$ cat config.mk
export PLATFORM = sky130hd
export DESIGN_NAME = amc_accel_ctrl
export DESIGN_NICKNAME = d
export VERILOG_FILES = /design/src/amc_pkg.sv /design/src/amc_pin_if.sv /design/src/amc_accel_ctrl.sv /design/src/amc_glitch_filter.sv
export VERILOG_INCLUDE_DIRS = /design/src
export SDC_FILE = /design/constraint.sdc
export NUM_CORES = 1
export LEC_CHECK = 0
export BUFFER_PORTS_ARGS = -buffer_cell sky130_fd_sc_hd__buf_2
export CORE_MARGIN = 2
export CORE_UTILIZATION = 59
export CTS_CLUSTER_DIAMETER = 60
export DETAILED_ROUTE_END_ITERATION = 8
export GPL_TIMING_DRIVEN = 1
export PLACE_DENSITY_LB_ADDON = 0.08
export SLEW_MARGIN = 20
export SYNTH_ARGS = -nofsm -noshare
export SYNTH_HDL_FRONTEND = slang
export SYNTH_SLANG_ARGS = --single-unit
$ cat constraint.sdc
create_clock -name core_clk -period 3.6 [get_ports core_clk]
set_input_delay 0.72 -clock core_clk [delete_from_list [all_inputs] [get_ports core_clk]]
set_output_delay 0.72 -clock core_clk [all_outputs]
set_load 0.005 [all_outputs]
$ cat src/amc_defs.svh
// shared offsets, field positions, reset values and timing counts
`ifndef AMC_DEFS_SVH
`define AMC_DEFS_SVH

`define AMC_CLK_NS        4
`define AMC_CLK_HZ        64'd250000000
`define AMC_SPIKE_NS      50
// one sample more than the widest spike, so a full-width spike never passes
`define AMC_SPIKE_CYC     ((`AMC_SPIKE_NS + `AMC_CLK_NS - 1) / `AMC_CLK_NS + 1)
`define AMC_WAKE_ODR_HZ   64'd800
`define AMC_WAKE_CYC      (`AMC_CLK_HZ / `AMC_WAKE_ODR_HZ)
`define AMC_SLEEP_ODR_MHZ 64'd1563
`define AMC_SLEEP_CYC     ((`AMC_CLK_HZ * 64'd1000) / `AMC_SLEEP_ODR_MHZ)

`define AMC_OUT_X_MSB     8'h00
`define AMC_OUT_X_LSB     8'h01
`define AMC_OUT_Y_MSB     8'h02
`define AMC_OUT_Y_LSB     8'h03
`define AMC_OUT_Z_MSB     8'h04
`define AMC_OUT_Z_LSB     8'h05
`define AMC_MSB_HI_POS    9
`define AMC_MSB_LO_POS    2
`define AMC_LSB_BITS      2
`define AMC_OUT_RST       10'h000
`define AMC_SAT_POS       13'sh01ff
`define AMC_SAT_NEG       -13'sh0200
// arbitrary bus address, not tied to any product
`define AMC_DEV_ADDR      7'h3c
`define AMC_ST_COUNTS     12'sh040

`endif

$ cat src/amc_pkg.sv
// types shared by the accelerometer control block
package amc_pkg;
  typedef enum logic [1:0] {AMC_RANGE_2G = 2'h0, AMC_RANGE_4G = 2'h1, AMC_RANGE_8G = 2'h2} amc_range_t;
  typedef enum logic [2:0] {M_STBY = 3'h1, M_WAKE = 3'h2, M_SLEEP = 3'h4} amc_mode_t;
  typedef enum logic [5:0] {I_IDLE = 6'h01, I_DEVADR = 6'h02, I_REGADR = 6'h04,
                            I_ACK = 6'h08, I_TX = 6'h10, I_MACK = 6'h20} amc_i2c_t;
  typedef logic signed [11:0] amc_raw_t;
  typedef logic signed [9:0]  amc_sample_t;
endpackage
$ cat src/amc_pin_if.sv
// one bus line between the pin filter and the controller
`timescale 1ns/1ps
interface amc_pin_if;
  logic raw;
  logic clean;
  modport filt (input raw, output clean);
  modport user (output raw, input clean);
endinterface

$ cat src/amc_accel_ctrl.sv
// accelerometer mode control, output scaling and bus slave readout
// How it works
// - slave never pulls the clock line low
// - bus inputs ignore spikes up to 50 ns
// - counts per g follow selected range
// - results are two's complement from offset zero
// - self-test adds range-scaled stimulus per axis
// - reported value is acceleration plus stimulus
// - standby stops sampling, bus stays usable
// - active bit set runs sampling path
// - entering active clears output registers
// - sleep and wake both keep sampling
// - ten-bit result, high byte holds top eight
`timescale 1ns/1ps
`include "amc_defs.svh"
module amc_accel_ctrl #(
  parameter logic [31:0]     WAKE_CYC  = 32'(`AMC_WAKE_CYC),
  parameter logic [31:0]     SLEEP_CYC = 32'(`AMC_SLEEP_CYC),
  parameter logic [6:0]      DEV_ADDR  = `AMC_DEV_ADDR,
  parameter logic signed [11:0] ST_COUNTS = `AMC_ST_COUNTS
) (
  input  wire logic                  core_clk,
  input  wire logic                  rst_n,
  input  wire logic                  scl_in,
  output logic                       scl_out,
  output logic                       scl_oe_n,
  input  wire logic                  sda_in,
  output logic                       sda_out,
  output logic                       sda_oe_n,
  input  wire logic                  active_bit,
  input  wire logic                  sleep_req,
  input  wire logic                  fast_read,
  input  amc_pkg::amc_range_t        range_sel,
  input  wire logic                  self_test,
  input  amc_pkg::amc_raw_t          accel_in [3],
  output amc_pkg::amc_sample_t       out_data [3],
  output logic                       sample_done,
  output logic                       analog_en,
  output amc_pkg::amc_mode_t         mode_state
);
  import amc_pkg::*;

  amc_pin_if scl_if ();
  amc_pin_if sda_if ();

  amc_mode_t   mode_reg;
  amc_mode_t   mode_next;
  logic [31:0] cnt_reg;
  logic [31:0] cnt_next;
  logic [31:0] period;
  amc_sample_t out_reg [3];
  amc_sample_t out_next [3];
  amc_sample_t conv_val [3];
  logic        done_reg;
  logic        done_next;
  logic        entry;
  logic        tick;

  amc_i2c_t    ist_reg;
  amc_i2c_t    ist_next;
  logic [3:0]  bit_reg;
  logic [3:0]  bit_next;
  logic [7:0]  sh_reg;
  logic [7:0]  sh_next;
  logic [7:0]  ptr_reg;
  logic [7:0]  ptr_next;
  logic        rw_reg;
  logic        rw_next;
  logic        gotp_reg;
  logic        gotp_next;
  logic        drv_reg;
  logic        drv_next;
  logic        nack_reg;
  logic        nack_next;
  logic        scl_q;
  logic        sda_q;
  logic        scl_f;
  logic        sda_f;
  logic        scl_rise;
  logic        scl_fall;
  logic        start;
  logic        stop;
  logic [7:0]  rd_byte;
  logic [7:0]  ptr_adv;

  assign scl_if.raw = scl_in;
  assign sda_if.raw = sda_in;

  amc_glitch_filter u_scl_filt (
    .core_clk (core_clk),
    .rst_n    (rst_n),
    .pin      (scl_if.filt)
  );

  amc_glitch_filter u_sda_filt (
    .core_clk (core_clk),
    .rst_n    (rst_n),
    .pin      (sda_if.filt)
  );

  // input in 1/256 g; range shift sets counts per g, stimulus joins before the shift
  function automatic amc_sample_t conv(input amc_raw_t acc, input logic st_en, input amc_range_t rng);
    logic signed [12:0] sum;
    logic signed [12:0] scaled;
    sum    = {acc[11], acc} + (st_en ? {ST_COUNTS[11], ST_COUNTS} : 13'sh0000);
    scaled = sum;
    if (rng == AMC_RANGE_4G)
      scaled = sum >>> 1;
    else if (rng != AMC_RANGE_2G)
      scaled = sum >>> 2;
    if (scaled > `AMC_SAT_POS)
      conv = 10'sh1ff;
    else if (scaled < `AMC_SAT_NEG)
      conv = 10'sh200;
    else
      conv = scaled[9:0];
  endfunction

  for (genvar a = 0; a < 3; a++)
  begin : g_axis
    assign conv_val[a] = conv(accel_in[a], self_test, range_sel);
    assign out_data[a] = out_reg[a];
  end

  // operating mode; sleep is a sub-state of active
  always_comb
  begin
    mode_next = mode_reg;
    case (mode_reg)
      M_STBY:  if (active_bit) mode_next = M_WAKE;
      M_WAKE:
      begin
        if (!active_bit)
          mode_next = M_STBY;
        else if (sleep_req)
          mode_next = M_SLEEP;
      end
      M_SLEEP:
      begin
        if (!active_bit)
          mode_next = M_STBY;
        else if (!sleep_req)
          mode_next = M_WAKE;
      end
      default: mode_next = M_STBY;
    endcase
  end

  assign entry  = (mode_reg == M_STBY) && active_bit;
  assign period = (mode_reg == M_SLEEP) ? SLEEP_CYC : WAKE_CYC;
  assign tick   = (mode_reg != M_STBY) && (cnt_reg >= period - 32'h1);

  // sample clock is held at zero in standby instead of gated, same effect on results
  always_comb
  begin
    cnt_next  = cnt_reg;
    out_next  = out_reg;
    done_next = 1'b0;
    if (mode_reg == M_STBY)
    begin
      cnt_next = 32'h0;
      if (entry)
        out_next = '{default: `AMC_OUT_RST};
    end
    else if (tick)
    begin
      cnt_next  = 32'h0;
      out_next  = conv_val;
      done_next = 1'b1;
    end
    else
      cnt_next = cnt_reg + 32'h1;
  end

  always_ff @(posedge core_clk or negedge rst_n)
  begin
    if (!rst_n)
    begin
      mode_reg <= M_STBY;
      cnt_reg  <= 32'h0;
      out_reg  <= '{default: `AMC_OUT_RST};
      done_reg <= 1'b0;
    end
    else
    begin
      mode_reg <= mode_next;
      cnt_reg  <= cnt_next;
      out_reg  <= out_next;
      done_reg <= done_next;
    end
  end

  assign sample_done = done_reg;
  assign analog_en   = (mode_reg != M_STBY);
  assign mode_state  = mode_reg;

  // bus slave: read-only view of results, written pointer selects the first byte
  assign scl_f    = scl_if.clean;
  assign sda_f    = sda_if.clean;
  assign scl_rise = scl_f && !scl_q;
  assign scl_fall = !scl_f && scl_q;
  assign start    = scl_f && scl_q && sda_q && !sda_f;
  assign stop     = scl_f && scl_q && !sda_q && sda_f;

  always_comb
  begin
    if (ptr_reg == `AMC_OUT_X_MSB)
      rd_byte = out_reg[0][`AMC_MSB_HI_POS:`AMC_MSB_LO_POS];
    else if (ptr_reg == `AMC_OUT_X_LSB)
      rd_byte = {out_reg[0][`AMC_LSB_BITS-1:0], 6'h00};
    else if (ptr_reg == `AMC_OUT_Y_MSB)
      rd_byte = out_reg[1][`AMC_MSB_HI_POS:`AMC_MSB_LO_POS];
    else if (ptr_reg == `AMC_OUT_Y_LSB)
      rd_byte = {out_reg[1][`AMC_LSB_BITS-1:0], 6'h00};
    else if (ptr_reg == `AMC_OUT_Z_MSB)
      rd_byte = out_reg[2][`AMC_MSB_HI_POS:`AMC_MSB_LO_POS];
    else if (ptr_reg == `AMC_OUT_Z_LSB)
      rd_byte = {out_reg[2][`AMC_LSB_BITS-1:0], 6'h00};
    else
      rd_byte = 8'h00;
  end

  // from an even pointer, fast read walks the high bytes only and wraps back to the first axis
  always_comb
  begin
    if (fast_read)
      ptr_adv = (ptr_reg >= `AMC_OUT_Z_MSB) ? `AMC_OUT_X_MSB : 8'(ptr_reg + 8'h02);
    else
      ptr_adv = (ptr_reg >= `AMC_OUT_Z_LSB) ? `AMC_OUT_X_MSB : 8'(ptr_reg + 8'h01);
  end

  always_comb
  begin
    ist_next  = ist_reg;
    bit_next  = bit_reg;
    sh_next   = sh_reg;
    ptr_next  = ptr_reg;
    rw_next   = rw_reg;
    gotp_next = gotp_reg;
    drv_next  = drv_reg;
    nack_next = nack_reg;
    if (stop)
    begin
      ist_next = I_IDLE;
      drv_next = 1'b0;
    end
    else if (start)
    begin
      ist_next  = I_DEVADR;
      bit_next  = 4'h0;
      drv_next  = 1'b0;
      gotp_next = 1'b0;
    end
    else
    begin
      case (ist_reg)
        I_DEVADR, I_REGADR:
        begin
          if (scl_rise && bit_reg < 4'h8)
          begin
            sh_next  = {sh_reg[6:0], sda_f};
            bit_next = 4'(bit_reg + 4'h1);
          end
          else if (scl_fall && bit_reg == 4'h8)
          begin
            if (ist_reg == I_DEVADR)
            begin
              if (sh_reg[7:1] == DEV_ADDR)
              begin
                rw_next  = sh_reg[0];
                drv_next = 1'b1;
                ist_next = I_ACK;
              end
              else
                ist_next = I_IDLE;
            end
            else
            begin
              // later write bytes are acknowledged and dropped; no writable register here
              if (!gotp_reg)
              begin
                ptr_next  = sh_reg;
                gotp_next = 1'b1;
              end
              drv_next = 1'b1;
              ist_next = I_ACK;
            end
          end
        end
        I_ACK:
        begin
          if (scl_fall)
          begin
            bit_next = 4'h0;
            if (rw_reg)
            begin
              sh_next  = rd_byte;
              ptr_next = ptr_adv;
              drv_next = !rd_byte[7];
              ist_next = I_TX;
            end
            else
            begin
              drv_next = 1'b0;
              ist_next = I_REGADR;
            end
          end
        end
        I_TX:
        begin
          if (scl_fall)
          begin
            if (bit_reg == 4'h7)
            begin
              drv_next = 1'b0;
              ist_next = I_MACK;
            end
            else
            begin
              sh_next  = {sh_reg[6:0], 1'b0};
              drv_next = !sh_reg[6];
              bit_next = 4'(bit_reg + 4'h1);
            end
          end
        end
        I_MACK:
        begin
          if (scl_rise)
            nack_next = sda_f;
          else if (scl_fall)
          begin
            if (nack_reg)
              ist_next = I_IDLE;
            else
            begin
              bit_next = 4'h0;
              sh_next  = rd_byte;
              ptr_next = ptr_adv;
              drv_next = !rd_byte[7];
              ist_next = I_TX;
            end
          end
        end
        default: ist_next = I_IDLE;
      endcase
    end
  end

  always_ff @(posedge core_clk or negedge rst_n)
  begin
    if (!rst_n)
    begin
      ist_reg  <= I_IDLE;
      bit_reg  <= 4'h0;
      sh_reg   <= 8'h00;
      ptr_reg  <= `AMC_OUT_X_MSB;
      rw_reg   <= 1'b0;
      gotp_reg <= 1'b0;
      drv_reg  <= 1'b0;
      nack_reg <= 1'b0;
      scl_q    <= 1'b1;
      sda_q    <= 1'b1;
    end
    else
    begin
      ist_reg  <= ist_next;
      bit_reg  <= bit_next;
      sh_reg   <= sh_next;
      ptr_reg  <= ptr_next;
      rw_reg   <= rw_next;
      gotp_reg <= gotp_next;
      drv_reg  <= drv_next;
      nack_reg <= nack_next;
      scl_q    <= scl_f;
      sda_q    <= sda_f;
    end
  end

  // clock line is never driven: no stretching
  assign scl_out  = 1'b0;
  assign scl_oe_n = 1'b1;
  assign sda_out  = 1'b0;
  assign sda_oe_n = !drv_reg;
endmodule

$ cat src/amc_glitch_filter.sv
// synchroniser and spike filter for one bus input
`timescale 1ns/1ps
`include "amc_defs.svh"
module amc_glitch_filter #(
  parameter int FILT_CYC = `AMC_SPIKE_CYC
) (
  input wire logic core_clk,
  input wire logic rst_n,
  amc_pin_if.filt  pin
);
  import amc_pkg::*;

  localparam int CW = $clog2(FILT_CYC + 1);
  logic [2:0]    sync_reg;
  logic [2:0]    sync_next;
  logic [CW-1:0] cnt_reg;
  logic [CW-1:0] cnt_next;
  logic          clean_reg;
  logic          clean_next;

  // bus idles high, so reset to the released level
  always_comb
  begin
    sync_next  = {sync_reg[1:0], pin.raw};
    cnt_next   = '0;
    clean_next = clean_reg;
    if (sync_reg[1] == sync_reg[2] && sync_reg[2] != clean_reg)
    begin
      if (cnt_reg == CW'(FILT_CYC - 1))
        clean_next = sync_reg[2];
      else
        cnt_next = CW'(cnt_reg + 1'b1);
    end
  end

  always_ff @(posedge core_clk or negedge rst_n)
  begin
    if (!rst_n)
    begin
      sync_reg  <= 3'h7;
      cnt_reg   <= '0;
      clean_reg <= 1'b1;
    end
    else
    begin
      sync_reg  <= sync_next;
      cnt_reg   <= cnt_next;
      clean_reg <= clean_next;
    end
  end

  assign pin.clean = clean_reg;
endmodule

Yosys cells after proc, flatten, opt, wreduce, memory -nomap -nowiden
Cells that the tools add are included.

Bits in registers: 114. Input port bits: 46. Output and inout port bits: 39. Logic and storage cells: 246.

Add/sub/neg operators: 10. Magnitude comparators: 10. Equality and inequality tests: 58. Muxes and demuxes: 101. Bitwise gates (word level): 3. Reductions and logical operators: 42.

Operators with widths (count): 2-to-1 mux 8 bit (26); 2-to-1 mux 30 bit (3); 2-to-1 mux 12 bit (6); 2-to-1 mux 32 bit (2); 2-to-1 mux 10 bit (6); 2-to-1 mux 6 bit (10); 2-to-1 mux 4 bit (13); adder 12 x 8 -> 13 bit (3); > comparator 13 x 10 -> 1 bit (second input constant) (3); less-than comparator 13 x 10 -> 1 bit (second input constant) (3); adder 32 x 1 -> 32 bit (second input constant) (1); greater-or-equal comparator 32 bit (1); inequality test 2 bit (second input constant) (16); inequality test 4 bit (second input constant) (8); case mux 8 bit (4 select lines) (1); subtractor 28 x 1 -> 29 bit (second input constant) (1); 2-to-1 mux 28 bit (1); inequality test 3 bit (second input constant) (9); case mux 6 bit (4 select lines) (1); case mux 8 bit (3 select lines) (1); 2-to-1 mux 1 bit (20); AND reduction 9 bit (2); equality test 8 x 2 -> 1 bit (second input constant) (2); equality test 8 x 3 -> 1 bit (second input constant) (2); 45 further kinds (83).

Logic depth before layout (Yosys ltp)
Gate-level depths: netlist of the first run.

Depth after elaboration: 14. Depth in mapped cells: 11. Gate-level depth less buffers: 8.

Modules after synthesis
From an unflattened synthesis of the first run, not the netlist that was laid out.

Cells, all modules: 767. Area, all modules: 6947.9 um^2.

Modules (own cells, without submodules): amc_accel_ctrl (instances 1, cells each 715, area each 6294.8 um^2, seq. area each 2457.4 um^2); amc_glitch_filter (instances 2, cells each 26, area each 326.6 um^2, seq. area each 205.2 um^2).

Worst setup path before layout of the first run
No wires, ideal clock.

Path type: register to register. From: register mode_reg[1], in the netlist mode_state[1]. To: register out_reg, in the netlist out_data[10]. Setup time: 121 ps. Data arrival time: 2770 ps. Data required time: 3479 ps. Slack: 709 ps. Cell stages (with the launch flop): 11. Path buffers: 2. Clock period less this slack: 2891 ps. Cell sequence: dfrtp_1 -> or3b_1 -> clkbuf_1 -> ha_1 -> a21o_1 -> a21oi_1 -> o2111a_1 -> a2111o_1 -> a31o_1 -> buf_2 -> a22o_1.

Word-level cells in the longest chain between the ends: 7. Elaborated cells between the ends (all ways): 12. Those cells by class: add/sub: 1; order compare: 1; eq/ne: 4; mux: 2; reduce/logical: 4.

RTL lines: start, declared (line amc_accel_ctrl.sv:46) `amc_mode_t mode_reg;`; start signal, assigned (line amc_accel_ctrl.sv:186) `mode_reg <= mode_next;`; equality test 3 bit (line amc_accel_ctrl.sv:150) `assign period = (mode_reg == M_SLEEP) ? SLEEP_CYC : WAKE_CYC;`; 2-to-1 mux 28 bit (line amc_accel_ctrl.sv:150); subtractor 28 x 1 -> 29 bit (line amc_accel_ctrl.sv:151) `assign tick = (mode_reg != M_STBY) && (cnt_reg >= period - 32'h1);`; greater-or-equal comparator 32 bit (line amc_accel_ctrl.sv:151); logical AND 1 bit (line amc_accel_ctrl.sv:151); nonzero test 2 bit (no source line); AND reduction 2 bit (no source line); end signal, assigned (line amc_accel_ctrl.sv:188) `out_reg <= out_next;`; end, declared (line amc_accel_ctrl.sv:51) `amc_sample_t out_reg [3];`.

Several ways; a longest one is shown, not always the timed one. A chain may end at the register's enable or synchronous reset.

Worst setup path after layout of the first run
From: register mode_reg[1], in the netlist mode_state[1]. To: register out_reg, in the netlist out_data[11].

Same word-level chain as after synthesis.

==> results by stage, run 1 <==
Synthesis:
- Summing every instance area after synthesis gives slightly below 7000 um2.
- Summing the areas of all xor and xnor instances in the mapped netlist gives under 10% of the synthesized area.
- After Yosys synthesis, full adders, half adders and majority gates account for around 4.5% of the synthesized area.
- The synthesized netlist contains a little under 70 unique library cells.
- Of the total synthesized cell area, the portion taken by AND, OR, NAND and NOR gates is a little under a fifth.
- After synthesis, flip-flops and latches occupy 41.6% of the total area.
- The post-synthesis async set-or-reset flop share is 100%.
- The synthesis-stage register bit count is roughly 110.
- The average instance area after synthesis is around 9.1 um2.
- The proportion of synthesized area in mux cells is around 5.7%.
- The number of warning messages in the yosys log is 0.
- After technology mapping, the gate count stands at about 760.
- The leading register cell type out of synthesis is dfrtp_1.
- Counting flops with a built-in enable in the synthesized netlist gives 0.
- After synthesis, the largest family of logic cells by area is compound AO/OA/AOI/OAI gates.
- The synthesized netlist devotes 19.7% of its cell area to compound gates.

CTS:
- For this design, the sink count on the clock tree is between 100 and 150.
- After clock tree synthesis, the clock-pin slew on the worst setup and hold paths is ~0.05 ns.
- The clock passes through at most 2 buffers.
- The level count of the clock H-tree is 4.
- The CTS tree is done.
- The number of instances resized during post-cts repair is 0.
- The tree is rooted in a clkbuf_16.
- Buffers inserted to repair hold after CTS numbered 0.
- The insertion delay of the later-clocked pin in the worst-skew pair is 0.41 ns.
- The number of buffers created by CTS is 17.
- The setup fix buffers added after clock tree synthesis is 0.

Pwr:
- The analysis attributes to cell leakage a power of 3.64 nW.
- The final total power is just over 4 mW.
- The worst vdd rail ir drop is between 0.4 and 0.5 mV.
- The power per cell area is roughly 510 nW/um2.

Floorplanning:
- The die is around 110 um wide.
- The total area inside the core boundary comes to ~11000 um2.
- For this design the top-level I/O count stands at 85.
- The floorplan die area is between 10000 and 15000 um2.
- The initial utilization of the core area, before any placement, comes to 60.4%.
- The die height is ~110 um.
- After floorplanning, the core was divided into 39 placement rows.

Route:
- Dividing the detail-routed via count by the number of cells gives roughly 6.
- The average wire per cell in the routed design is ~17 um.
- In the final routing, the length of wire on met1 measures just under 8 mm.
- Detailed routing placed a total of roughly 7.8 mm of wire on met2.
- The first TritonRoute pass finished after 5 iterations.
- The remaining antenna violation count is 0.
- The total length of routed wires is 16.7 mm.
- For this block, the via count after detailed routing is roughly 6000.
- The highest metal layer used by the detailed router is met4.
- After detailed routing, the number of remaining DRC violations is 0.
- After detailed routing, the met3 layer carries between 800 and 900 um of wire.
- The initial detailed-routing violation count is between 300 and 400.

Worst setup path:
- The critical path in this run is classified as flip-flop to flip-flop.
- STA classifies the critical path startpoint as a flip-flop.
- Setup slack on the worst reg-to-reg path comes out at a little over 0.4 ns.
- STA classifies the critical path endpoint as a flip-flop.
- The required time at the endpoint of the critical path is just under 4 ns.
- The biggest fanout along the worst timing path is 30.
- Data on the critical path arrives at its endpoint at 3.48 ns.

Finish:
- The number of non-filler instances in the completed layout is between 900 and 1000.
- The area of combinational cells with multiple inputs is ~3800 um2.
- Summing all flip-flop and latch instances after layout gives 2870 um2.
- The repair_antennas step left the layout with diodes totalling 0.
- The number of fillers in the final layout is between 900 and 1000.
- The register with the most flip-flops in the layout has 32 of them.
- The area overhead of the layout relative to synthesis is 16.3%.
- Of the cells placed in the final design, the portion with a size suffix greater than 1 is ~18%.
- The number of nets in the layout is 904.

Place:
- The wire-length estimate of the detail-placed layout is around 12 mm.
- The count of port buffers added during placement is 81.
- After detailed placement, the design holds a cell count of about 960.
- At the end of routability-driven placement, the weighted congestion stood at between 0.9 and 1.

STA:
- The count of final max-slew check failures came to 0.
- Derived from the worst setup path, the maximum achievable clock frequency is about 310 MHz.
- For the pin with the worst max-slew slack, the measured transition is between 0.6 and 0.7 ns.
- The ratio of final minimum period to clock period is between 80% and 90%.
- Setup violations remaining at the end of the flow were counted as 0.
- Setup repair after global routing left no endpoint under its margin.
- The total negative slack is 0 ns.
- The final critical-path required period is approximately 3.2 ns.
- The worst slew margin relative to its limit is approximately 55%.
- The number of endpoints with negative hold slack in the final report came to 0.
- On the final layout, the worst clock skew is about 0.011 ns.

Global route:
- The total overflow left after global routing is 0.
- Global routing consumed, over all layers together, ~28% of the routing resources.
- The first global-routing pass estimated around 28 mm of wire.
- The number of global-route vias before repair is around 5700.
- Entering global routing, the biggest net connects a little over 50 pins.
- The initial antenna violation count is 0.

Status:
- The run finished with clean final reports.

Worst hold path:
- The worst hold path belongs to the class input port to asynchronous set/reset pin.

Job:
- The number of maximum-capacitance violations is 0.
power breakdown:
| part | total (mW) | internal [mW] | leakage [nW] | switching [mW] |
|---|---|---|---|---|
| Sequential | 1.70 | 1.47 | 1.47 | 0.228 |
| Combinational | 0.747 | 0.360 | 1.89 | 0.387 |
| Clock | 1.65 | 1.08 | 0.280 | 0.564 |
| Total | 4.10 | 2.92 | 3.64 | 1.18 |
worst max-delay path, stage by stage, from the launching register on:
cell and delay (ns):
dfrtp_1 0.45, or3b_1 0.63, ha_1 0.39, a21o_1 0.12, a21oi_1 0.08, o2111a_1 0.24
a2111o_1 0.43, a31o_1 0.24, buf_4 0.23, a22o_1 0.27
synthesized netlist by cell type, types with 21 or more instances:
master | count | share of area, %
ha_1 | 25 | 4.5
nor2_1 | 106 | 5.8
a21oi_1 | 48 | 3.5
clkbuf_1 | 21 | 1.1
xor2_1 | 25 | 3.2
xnor2_1 | 22 | 2.8
dfrtp_1 | 102 | 37
nand3_1 | 35 | 2.5
nand2_1 | 48 | 2.6
mux2i_1 | 28 | 4.1
a22o_1 | 31 | 3.9
o21ai_0 | 65 | 4.7
per-layer routing:
layer  GRT usage, %  up-vias
met2           43.0      166
li1               -     2895
met3           6.48       26
met5              0        -
met1           39.3     2869
met4           8.13        0
cell families (layout without fill, tap and decap cells):
logic type,after synthesis,count (layout)
buffers and inverters,55,141
muxes,38,38
adders and majority gates,25,25
DFF,114,114
other,2,6
AOI/OAI and AO/OA,206,206
xor gates and xnor gates,47,47
and+or+nand+nor,268,268
path summary, 6_finish.rpt:
kind / cells past startpoint / end / from
setup / recovery: 9 / out_data[11] / mode_state[1]
hold / removal: 1 / ptr_reg[6] / rst_n
setup reg to reg: 9 / out_data[11] / mode_state[1]
hold reg to reg: 0 / u_scl_filt.sync_reg[1] / u_scl_filt.sync_reg[0]
max in group asynchronous: 2 / out_data[15] / rst_n
min in group core_clk: 0 / u_scl_filt.sync_reg[1] / u_scl_filt.sync_reg[0]
final cells by class:
cell class | count | share of cell area, %
Clock buffer | 22 | 6.04
Clock inverter | 9 | 1.31
Inverter | 19 | 0.889
Multi-Input combinational cell | 590 | 47.6
Sequential cell | 114 | 35.8
Tap cell | 143 | 2.23
Timing Repair Buffer | 91 | 6.18
per-stage QoR:
stage	worst slack (ns)	cell area, um2	util, %	hold WS [ns]
finish	0.402	8020	70.2	0.336
global route	0.293	8020	70.2	0.359
CTS	0.437	8020	70.2	0.351
detailed placement	0.463	7430	65.1	0.347
global placement	0.595	7430	65.1	0.346
floorplan	0.709	6910	-	0.345
cells in the final DEF, fill, tap and decap left out, types with 5 or more instances in the layout:
master / instances
clkbuf_16: 17
nand2_1: 48
buf_2: 80
a211oi_1: 6
nor2b_1: 6
nor3_1: 12
a21oi_1: 48
nand2b_1: 8
inv_1: 19
and4_1: 8
dfstp_2: 12
a32o_1: 5
buf_4: 10
nor2_1: 106
o21ai_0: 65
o211ai_1: 5
a22o_1: 31
conb_1: 6
ha_1: 25
xor2_1: 25
xnor2_1: 22
nand4_1: 8
dfrtp_1: 102
nand3_1: 35
and3_1: 7
mux2_2: 7
mux2i_1: 28
No activity file was read; power rests on OpenSTA's default activity.
==> run 2, diff against run 1 <==
==> constraint.sdc (replaced) <==
create_clock -name core_clk -period 3.6 [get_ports core_clk]
set_input_delay 0.54 -clock core_clk [delete_from_list [all_inputs] [get_ports core_clk]]
set_output_delay 0.54 -clock core_clk [all_outputs]
set_load 0.005 [all_outputs]
==> results by stage, run 2 (synthesis gave the netlist of run 1 again) <==
Status:
- The flow ran to the end, and the final reports show no timing, DRC or antenna violations.

CTS:
- The tree is rooted in a clkbuf_16.
- The maximum number of buffers from clock root to sink is 2 (unchanged).
- TritonCTS built the clock tree.
- The insertion delay of the later-clocked pin in the worst-skew pair is 0.41 ns (about the same).
- The number of sinks handled by clock tree synthesis is 114 (unchanged).
- The number of buffers created by CTS is 17 (unchanged).
- The number of instances resized during post-cts repair was 0 (unchanged).
- The count of hold buffers inserted by post-cts repair came to 0 (unchanged).
- The level count of the clock H-tree was 4 (unchanged).
- The clock slew seen by the registers of the worst setup and hold paths came to 0.05 ns (about the same).
- The setup fix buffers added after clock tree synthesis was 0 (unchanged).

Finish:
- The proportion of layout cells with a drive suffix above 1 is 17.4% (-0.38 points).
- The post-route standard cell area excluding fillers is 7970 um2 (-0.59%).
- The footprint of the flip-flops and latches is 2870 um2 (unchanged).
- The flip-flop count of the largest register after layout is 32 (unchanged).
- The antenna diode count was 0 (unchanged).
- Leaving out fill and tap cells, the most frequent cell in the layout is nor2_1.
- The area of combinational cells with multiple inputs is 3820 um2 (unchanged).
- The number of fillers in the final layout came to 908 (-0.87%).
- The number of nets in the layout is 904 (unchanged).
- The area overhead of the layout relative to synthesis is 15.6%.
- Leaving out fill and tap cells, the most frequent cells in the layout are nor2_1 (106), dfrtp_1 (102), buf_2 (80), o21ai_0 (65).

STA:
- The number of endpoints with negative hold slack in the final report is 0 (unchanged).
- The top achievable clock speed came to 318 MHz (+1.8%).
- The setup violation total in the final timing report is 0 (unchanged).
- The worst slew margin relative to its limit is 40.2% (-15 points).
- The total negative slack was 0 ns (unchanged).
- The count of final max-slew check failures is 0 (unchanged).
- The ratio of final minimum period to clock period was 87.2% (-1.6 points).
- The worst hold slack came to 0.225 ns (-0.111 ns).
- The transition time at the pin with the least slew margin is 0.897 ns (+0.224 ns).
- The setup skew after layout is 0.00747 ns (-0.00321 ns).
- The final critical-path required period is 3.14 ns (-0.0574 ns).
- Setup repair after global routing left no endpoint under its margin.

Floorplanning:
- The initial core utilization is 60.4% (unchanged).
- The floorplan die area is 12600 um2 (unchanged).
- The width of the die is 112 um (unchanged).
- The die height came to 112 um (unchanged).
- The I/O pin count came to 85 (unchanged).
- The core area came to 11400 um2 (unchanged).
- The total number of placement rows came to 39 (unchanged).

Global route:
- The overall routing resource usage came to 27.1% (-0.61 points).
- The initial antenna violation count is 0 (unchanged).
- The maximum number of pins on one net before global-route repair is 75 (+47%).
- The global-route wire length before repair is 27.6 mm (-2.0%).
- The number of global-route vias before repair is 5696 (-0.47%).
- The final global-route overflow total is 0 (unchanged).

Route:
- The mean number of vias per cell is 6.04 (+0.20%).
- The total length of routed wires was 16.4 mm (-1.5%).
- The amount of wire on met2 after detailed routing was 7.54 mm (-3.1%).
- The count of unresolved DRC violations after routing is 0 (unchanged).
- The length of the first detailed-routing pass in iterations is 5 (unchanged).
- The remaining antenna violation count is 0 (unchanged).
- The routed wire length on met3 was 946 um (+14%).
- The average wire per cell in the routed design is 16.6 um (-1.6%).
- The met1 layer wirelength in the final routing is 7.75 mm (-0.10%).
- The initial detailed-routing violation count was 556 (+44%).
- The highest metal layer used by the detailed router is met4.
- The total vias in the final route is 5974 (+0.30%).

Place:
- The count of port buffers added during placement is 81 (unchanged).
- The instance area after placement came to 7420 um2 (-0.17%).
- The global placer's final weighted congestion came to 0.971 (+5.1%).
- The detailed placement HPWL is 12.0 mm (-2.0%).

Job:
- The number of maximum-capacitance violations came to 0 (unchanged).

Worst setup path:
- The nature of the critical path endpoint is a flip-flop.
- STA classifies the critical path startpoint as a flip-flop.
- The signal on the critical path passes through or3b_1 -> ha_1 -> a21o_1 -> a21oi_1 -> o2111a_1 -> a2111o_1 -> a31o_1 -> buf_4 -> a22o_1.
- The required time at the endpoint of the critical path is 3.89 ns (about the same).
- The data arrival time at the worst-slack endpoint came to 3.43 ns (-0.05 ns).
- The kind of critical path is flip-flop to flip-flop.
- The slowest stage of the critical path is the or3b_1 cell.
- The largest incremental delay on the critical path is 0.60 ns (-0.03 ns).
- The biggest fanout along the worst timing path is 30 (unchanged).

Pwr:
- The cell leakage power is 3.64 nW (-0.19%).
- The power per cell area is 502 nW/um2 (-1.7%).
- The worst vdd rail ir drop is 0.580 mV (+18%).
- The final total power is 4.00 mW (-2.3%).

Worst hold path:
- The tightest min-delay check is of the input port to flip-flop type.
-- run 2: report_power, final --
group | internal (mW) | total, mW | switching, mW
clock network | 1.01 | 1.56 | 0.544
registers | 1.47 | 1.70 | 0.222
logic | 0.359 | 0.748 | 0.388
total | 2.85 | 4.00 | 1.15
-- run 2: final timing paths --
check,startpoint,endpoint,slack [ns],cells past startpoint
min reg2reg,u_scl_filt.sync_reg[0],u_scl_filt.sync_reg[1],0.36,0
max,mode_state[1],out_data[16],0.46,9
max reg2reg,mode_state[1],out_data[16],0.46,9
min,sda_in,u_sda_filt.sync_reg[0],0.23,1
min in group asynchronous,rst_n,ptr_reg[3],0.25,1
max in group asynchronous,rst_n,mode_state[0],2.42,2
-- run 2: final cells by class --
type	count	share of cell area, %
clock buffers	26	6.26
clock inverters	6	0.691
inverters	19	0.895
multi-input cells	590	47.9
flip-flops and latches	114	36.0
well taps	143	2.24
repair buffers	91	6.06
-- run 2: critical path, delay by kind of cell, from the launching register on --
kind            cells  cell delay, ns
fa+ha+maj           1            0.39
flops               1            0.44
simple gates        1            0.60
compound gates      6            1.37
buf+inv             1            0.22
-- run 2: stage by stage --
step | utilization, % | std cells | setup WS (ns)
CTS | 69.8 | 989 | 0.439
global route | 69.8 | 989 | 0.304
floorplan | - | 759 | 0.709
global placement | 65.0 | 957 | 0.563
finish | 69.8 | 989 | 0.460
detailed placement | 65.0 | 957 | 0.474
-- run 2: metal layers --
| layer | global-route usage [%] | up-vias |
|---|---|---|
| li1 | - | 2911 |
| met1 | 38.4 | 2857 |
| met2 | 42.5 | 187 |
| met3 | 6.43 | 19 |
| met4 | 6.91 | 0 |
| met5 | 0 | - |
==> run 3, diff against run 2 <==
--- a/config.mk
+++ b/config.mk
@@ -7,7 +7,8 @@
 export NUM_CORES = 1
 export LEC_CHECK = 0
+export ABC_AREA = 1
 export BUFFER_PORTS_ARGS = -buffer_cell sky130_fd_sc_hd__buf_2
 export CORE_MARGIN = 2
-export CORE_UTILIZATION = 59
+export CORE_UTILIZATION = 60
 export CTS_CLUSTER_DIAMETER = 60
 export DETAILED_ROUTE_END_ITERATION = 8
==> constraint.sdc (replaced) <==
create_clock -name core_clk -period 3.6 [get_ports core_clk]
set_input_delay 1.08 -clock core_clk [delete_from_list [all_inputs] [get_ports core_clk]]
set_output_delay 1.08 -clock core_clk [all_outputs]
set_load 0.005 [all_outputs]
==> results by stage, run 3 <==
Status:
- The flow ran to the end, and the final reports show no timing, DRC or antenna violations.

Floorplanning:
- The initial core utilization is 61.4% (+1.0 points).
- The die height was 117 um (+4.8%).
- The width of the die is 117 um (+4.8%).
- The core area is 12600 um2 (+10%).
- The I/O pin count is 85 (unchanged).
- The total number of placement rows is 41 (+5.1%).
- The floorplan die area is 13800 um2 (+9.7%).

Synthesis:
- The most common cell in the netlist is nand2_1.
- The share of the synthesized area in the top cell type is 33.1% (-4.0 points).
- The compound-gate portion of the synthesized area was 9.25% (-10 points).
- The basic-gate share of the synthesized area counting and, or, nand and nor cells was 38.9% (+20 points).
- The post-synthesis async set-or-reset flop share is 100% (unchanged).
- By area, the combinational part of the netlist is dominated by simple AND/OR/NAND/NOR gates.
- dfrtp_1 takes more of the synthesized area than any other cell.
- The count of different cell masters after synthesis is 53 (-23%).
- The number of flops mapped to enable cells by yosys was 0 (unchanged).
- The number of warning messages in the yosys log is 0 (unchanged).
- The synthesis-stage register bit count came to 114 (unchanged).
- The instance count of the mapped netlist is 1075 (+42%).
- After synthesis, the cell types taking the most area are dfrtp_1 (33%), nand2_1 (14%), nor2_1 (7.2%), nand3_1 (6.5%), inv_1 (5.5%).
- In the synthesized netlist, the cells that appear most often are nand2_1 (280), nor2_1 (149), inv_1 (114), dfrtp_1 (102), nand3_1 (101).
- The share of the synthesized netlist area taken by xor and xnor gates is 2.27% (-3.7 points).
- The average instance area after synthesis is 7.18 um2 (-21%).
- The fraction of the mapped netlist area in adder cells is 4.05% (-0.49 points).
- The sequential element share of the synthesized area is 37.1% (-4.4 points).
- The most used flip-flop cell after synthesis is dfrtp_1.
- The proportion of synthesized area in mux cells is 0.146% (-5.6 points).
- The post-synth design cell area came to 7720 um2 (+12%).

STA:
- The transition time at the pin with the least slew margin is 0.663 ns (-0.235 ns).
- The worst hold slack was 0.357 ns (+0.131 ns).
- The final critical-path required period is 2.87 ns (-0.273 ns).
- The worst slew margin relative to its limit was 55.5% (+15 points).
- Setup repair after global routing left no endpoint under its margin.
- The count of final max-slew check failures is 0 (unchanged).
- The total negative slack is 0 ns (unchanged).
- The top achievable clock speed was 349 MHz (+9.5%).
- The number of endpoints with negative hold slack in the final report was 0 (unchanged).
- The setup violation total in the final timing report was 0 (unchanged).
- The setup skew after layout is 0.00938 ns (+0.00191 ns).
- The ratio of final minimum period to clock period came to 79.6% (-7.6 points).
- The final worst setup slack is 0.733 ns (+0.273 ns).

Worst setup path:
- The internal reg-to-reg setup slack is 0.73 ns (+0.27 ns).
- The critical-path cell with the highest stage delay is dfrtp_1.
- In this run the critical register-to-register path is launched from mode_state[1].
- The data arrival time at the worst-slack endpoint is 3.17 ns (-0.26 ns).
- The critical path's most frequent cell is nand2_1.
- The biggest fanout along the worst timing path was 32 (+6.7%).
- The number of cells on the worst reg-to-reg path came to 16 (+7).
- The startpoint type of the worst setup path is a flip-flop.
- The required time at the endpoint of the critical path is 3.90 ns (about the same).
- By startpoint and endpoint, the worst setup path is classified as flip-flop to flip-flop.
- The largest incremental delay on the critical path is 0.43 ns (-0.17 ns).
- Walking the worst path, the cells encountered are nor2_4 -> nand2_4 -> ha_1 -> nand2_1 -> nor2_1 -> nor2_1 -> nor2_1 -> nand3_1 -> nand2_1 -> nand2_1 -> nand3_1 -> nand2_2 -> nand2_4 -> nand2_4 -> nand3_1 -> nand2_1.
- The nature of the critical path endpoint is a flip-flop.
- In this run the critical register-to-register path is captured at out_data[10].

Pwr:
- The worst vdd rail ir drop is 0.317 mV (-45%).
- The power per cell area is 499 nW/um2 (-0.52%).
- The cell leakage power is 4.46 nW (+23%).

Finish:
- From synthesis to final layout, the design area changed by 14.6%.
- The flip-flop count of the largest register after layout is 32 (unchanged).
- Leaving out fill and tap cells, the most frequent cell in the layout is nand2_1.
- The proportion of layout cells with a drive suffix above 1 was 17.6% (+0.23 points).
- Leaving out fill and tap cells, the most frequent cells in the layout are nand2_1 (280), nor2_1 (149), inv_1 (114), dfrtp_1 (102), nand3_1 (101).
- The number of nets in the layout is 1228 (+36%).
- The number of non-filler instances in the completed layout is 1342 (+36%).
- The antenna diode count is 0 (unchanged).

CTS:
- The insertion delay of the later-clocked pin in the worst-skew pair is 0.42 ns (about the same).
- The clock slew seen by the registers of the worst setup and hold paths is 0.06 ns (about the same).
- The setup fix buffers added after clock tree synthesis is 0 (unchanged).
- The count of hold buffers inserted by post-cts repair is 0 (unchanged).
- TritonCTS built the clock tree.
- The number of sinks handled by clock tree synthesis was 114 (unchanged).
- The number of buffers created by CTS was 17 (unchanged).
- The maximum number of buffers from clock root to sink is 2 (unchanged).
- The root buffer cell is clkbuf_16.
- The number of instances resized during post-cts repair is 0 (unchanged).
- The level count of the clock H-tree is 4 (unchanged).

Worst hold path:
- The worst hold path begins at u_sda_filt.sync_reg[0].
- The worst-case hold path end point is u_sda_filt.sync_reg[1].
- In this run the worst hold path is classified as flip-flop to flip-flop.
- The number of stages on the worst hold path came to 0 (-1).

Place:
- The count of port buffers added during placement came to 81 (unchanged).
- The pre-CTS worst setup slack came to 0.553 ns (+0.0799 ns).
- The global placer's final weighted congestion is 0.928 (-4.4%).
- The detailed placement HPWL is 13.5 mm (+13%).
- The post-placement cell count is 1310 (+37%).

Route:
- The count of unresolved DRC violations after routing is 0 (unchanged).
- The length of the first detailed-routing pass in iterations is 6 (+1).
- The total length of routed wires was 18.4 mm (+12%).
- The average wire per cell in the routed design is 13.7 um (-17%).
- The remaining antenna violation count is 0 (unchanged).
- The initial detailed-routing violation count is 508 (-8.6%).
- The mean number of vias per cell is 5.37 (-11%).
- The total vias in the final route was 7204 (+21%).

Global route:
- The overall routing resource usage is 27.8% (+0.71 points).
- The initial antenna violation count was 0 (unchanged).
- The maximum number of pins on one net before global-route repair is 89 (+19%).
- The final global-route overflow total came to 0 (unchanged).
- The global-route wire length before repair is 31.7 mm (+15%).
- The number of global-route vias before repair is 6785 (+19%).

Job:
- The number of maximum-capacitance violations came to 0 (unchanged).
[run 3: cell type report]
type / instances / area (um2)
multi-input cells: 813 / 4240
fillers: 1058 / 3720
flip-flops and latches: 114 / 2870
repair buffers: 89 / 480
inverters: 122 / 458
clock buffers: 17 / 425
well taps: 172 / 215
clock inverters: 15 / 163
[run 3: stage by stage]
stage,instance area (um2),power (mW),utilization (%)
2_1_floorplan,7730,2.37,-
3_3_place_gp,8260,2.77,65.7
3_5_place_dp,8260,2.79,65.7
4_1_cts,8850,4.45,70.4
5_1_grt,8850,4.66,70.4
6_report,8850,4.42,70.4
[run 3: worst max path at each step]
stage / cells past startpoint / slack, ns / startpoint / to
6_report: 16 / 0.73 / mode_state[1] / out_data[10]
3_3_place_gp: 16 / 0.63 / self_test / out_data[5]
2_1_floorplan: 15 / 0.98 / self_test / out_data[0]
5_1_grt: 16 / 0.44 / mode_state[1] / out_data[10]
4_1_cts: 16 / 0.74 / mode_state[1] / out_data[10]
3_5_place_dp: 16 / 0.55 / self_test / out_data[1]
[run 3: routing by layer]
layer / vias up / global-route usage [%] / routed length, um
met5: - / 0 / 0
met3: 24 / 6.27 / 882
met2: 173 / 45.7 / 8810
met4: 0 / 8.06 / 253
met1: 3321 / 37.0 / 8490
li1: 3686 / - / -
[run 3: kinds of logic after synthesis]
family	after synthesis
compound gates	119
xor+xnor	20
fa+ha+maj	25
buf+inv	152
flops	114
mux	1
other cells	2
simple gates	642
[run 3: power breakdown]
group	internal, mW	switching (mW)	leakage, nW
clock network	1.02	0.620	0.268
logic	0.403	0.657	2.74
registers	1.49	0.223	1.46
[run 3: worst max-delay path: cells and delay by family (launching register included)]
family	cells	cell delay [ns]
fa+ha+maj	1	0.34
simple gates	15	1.94
flops	1	0.43
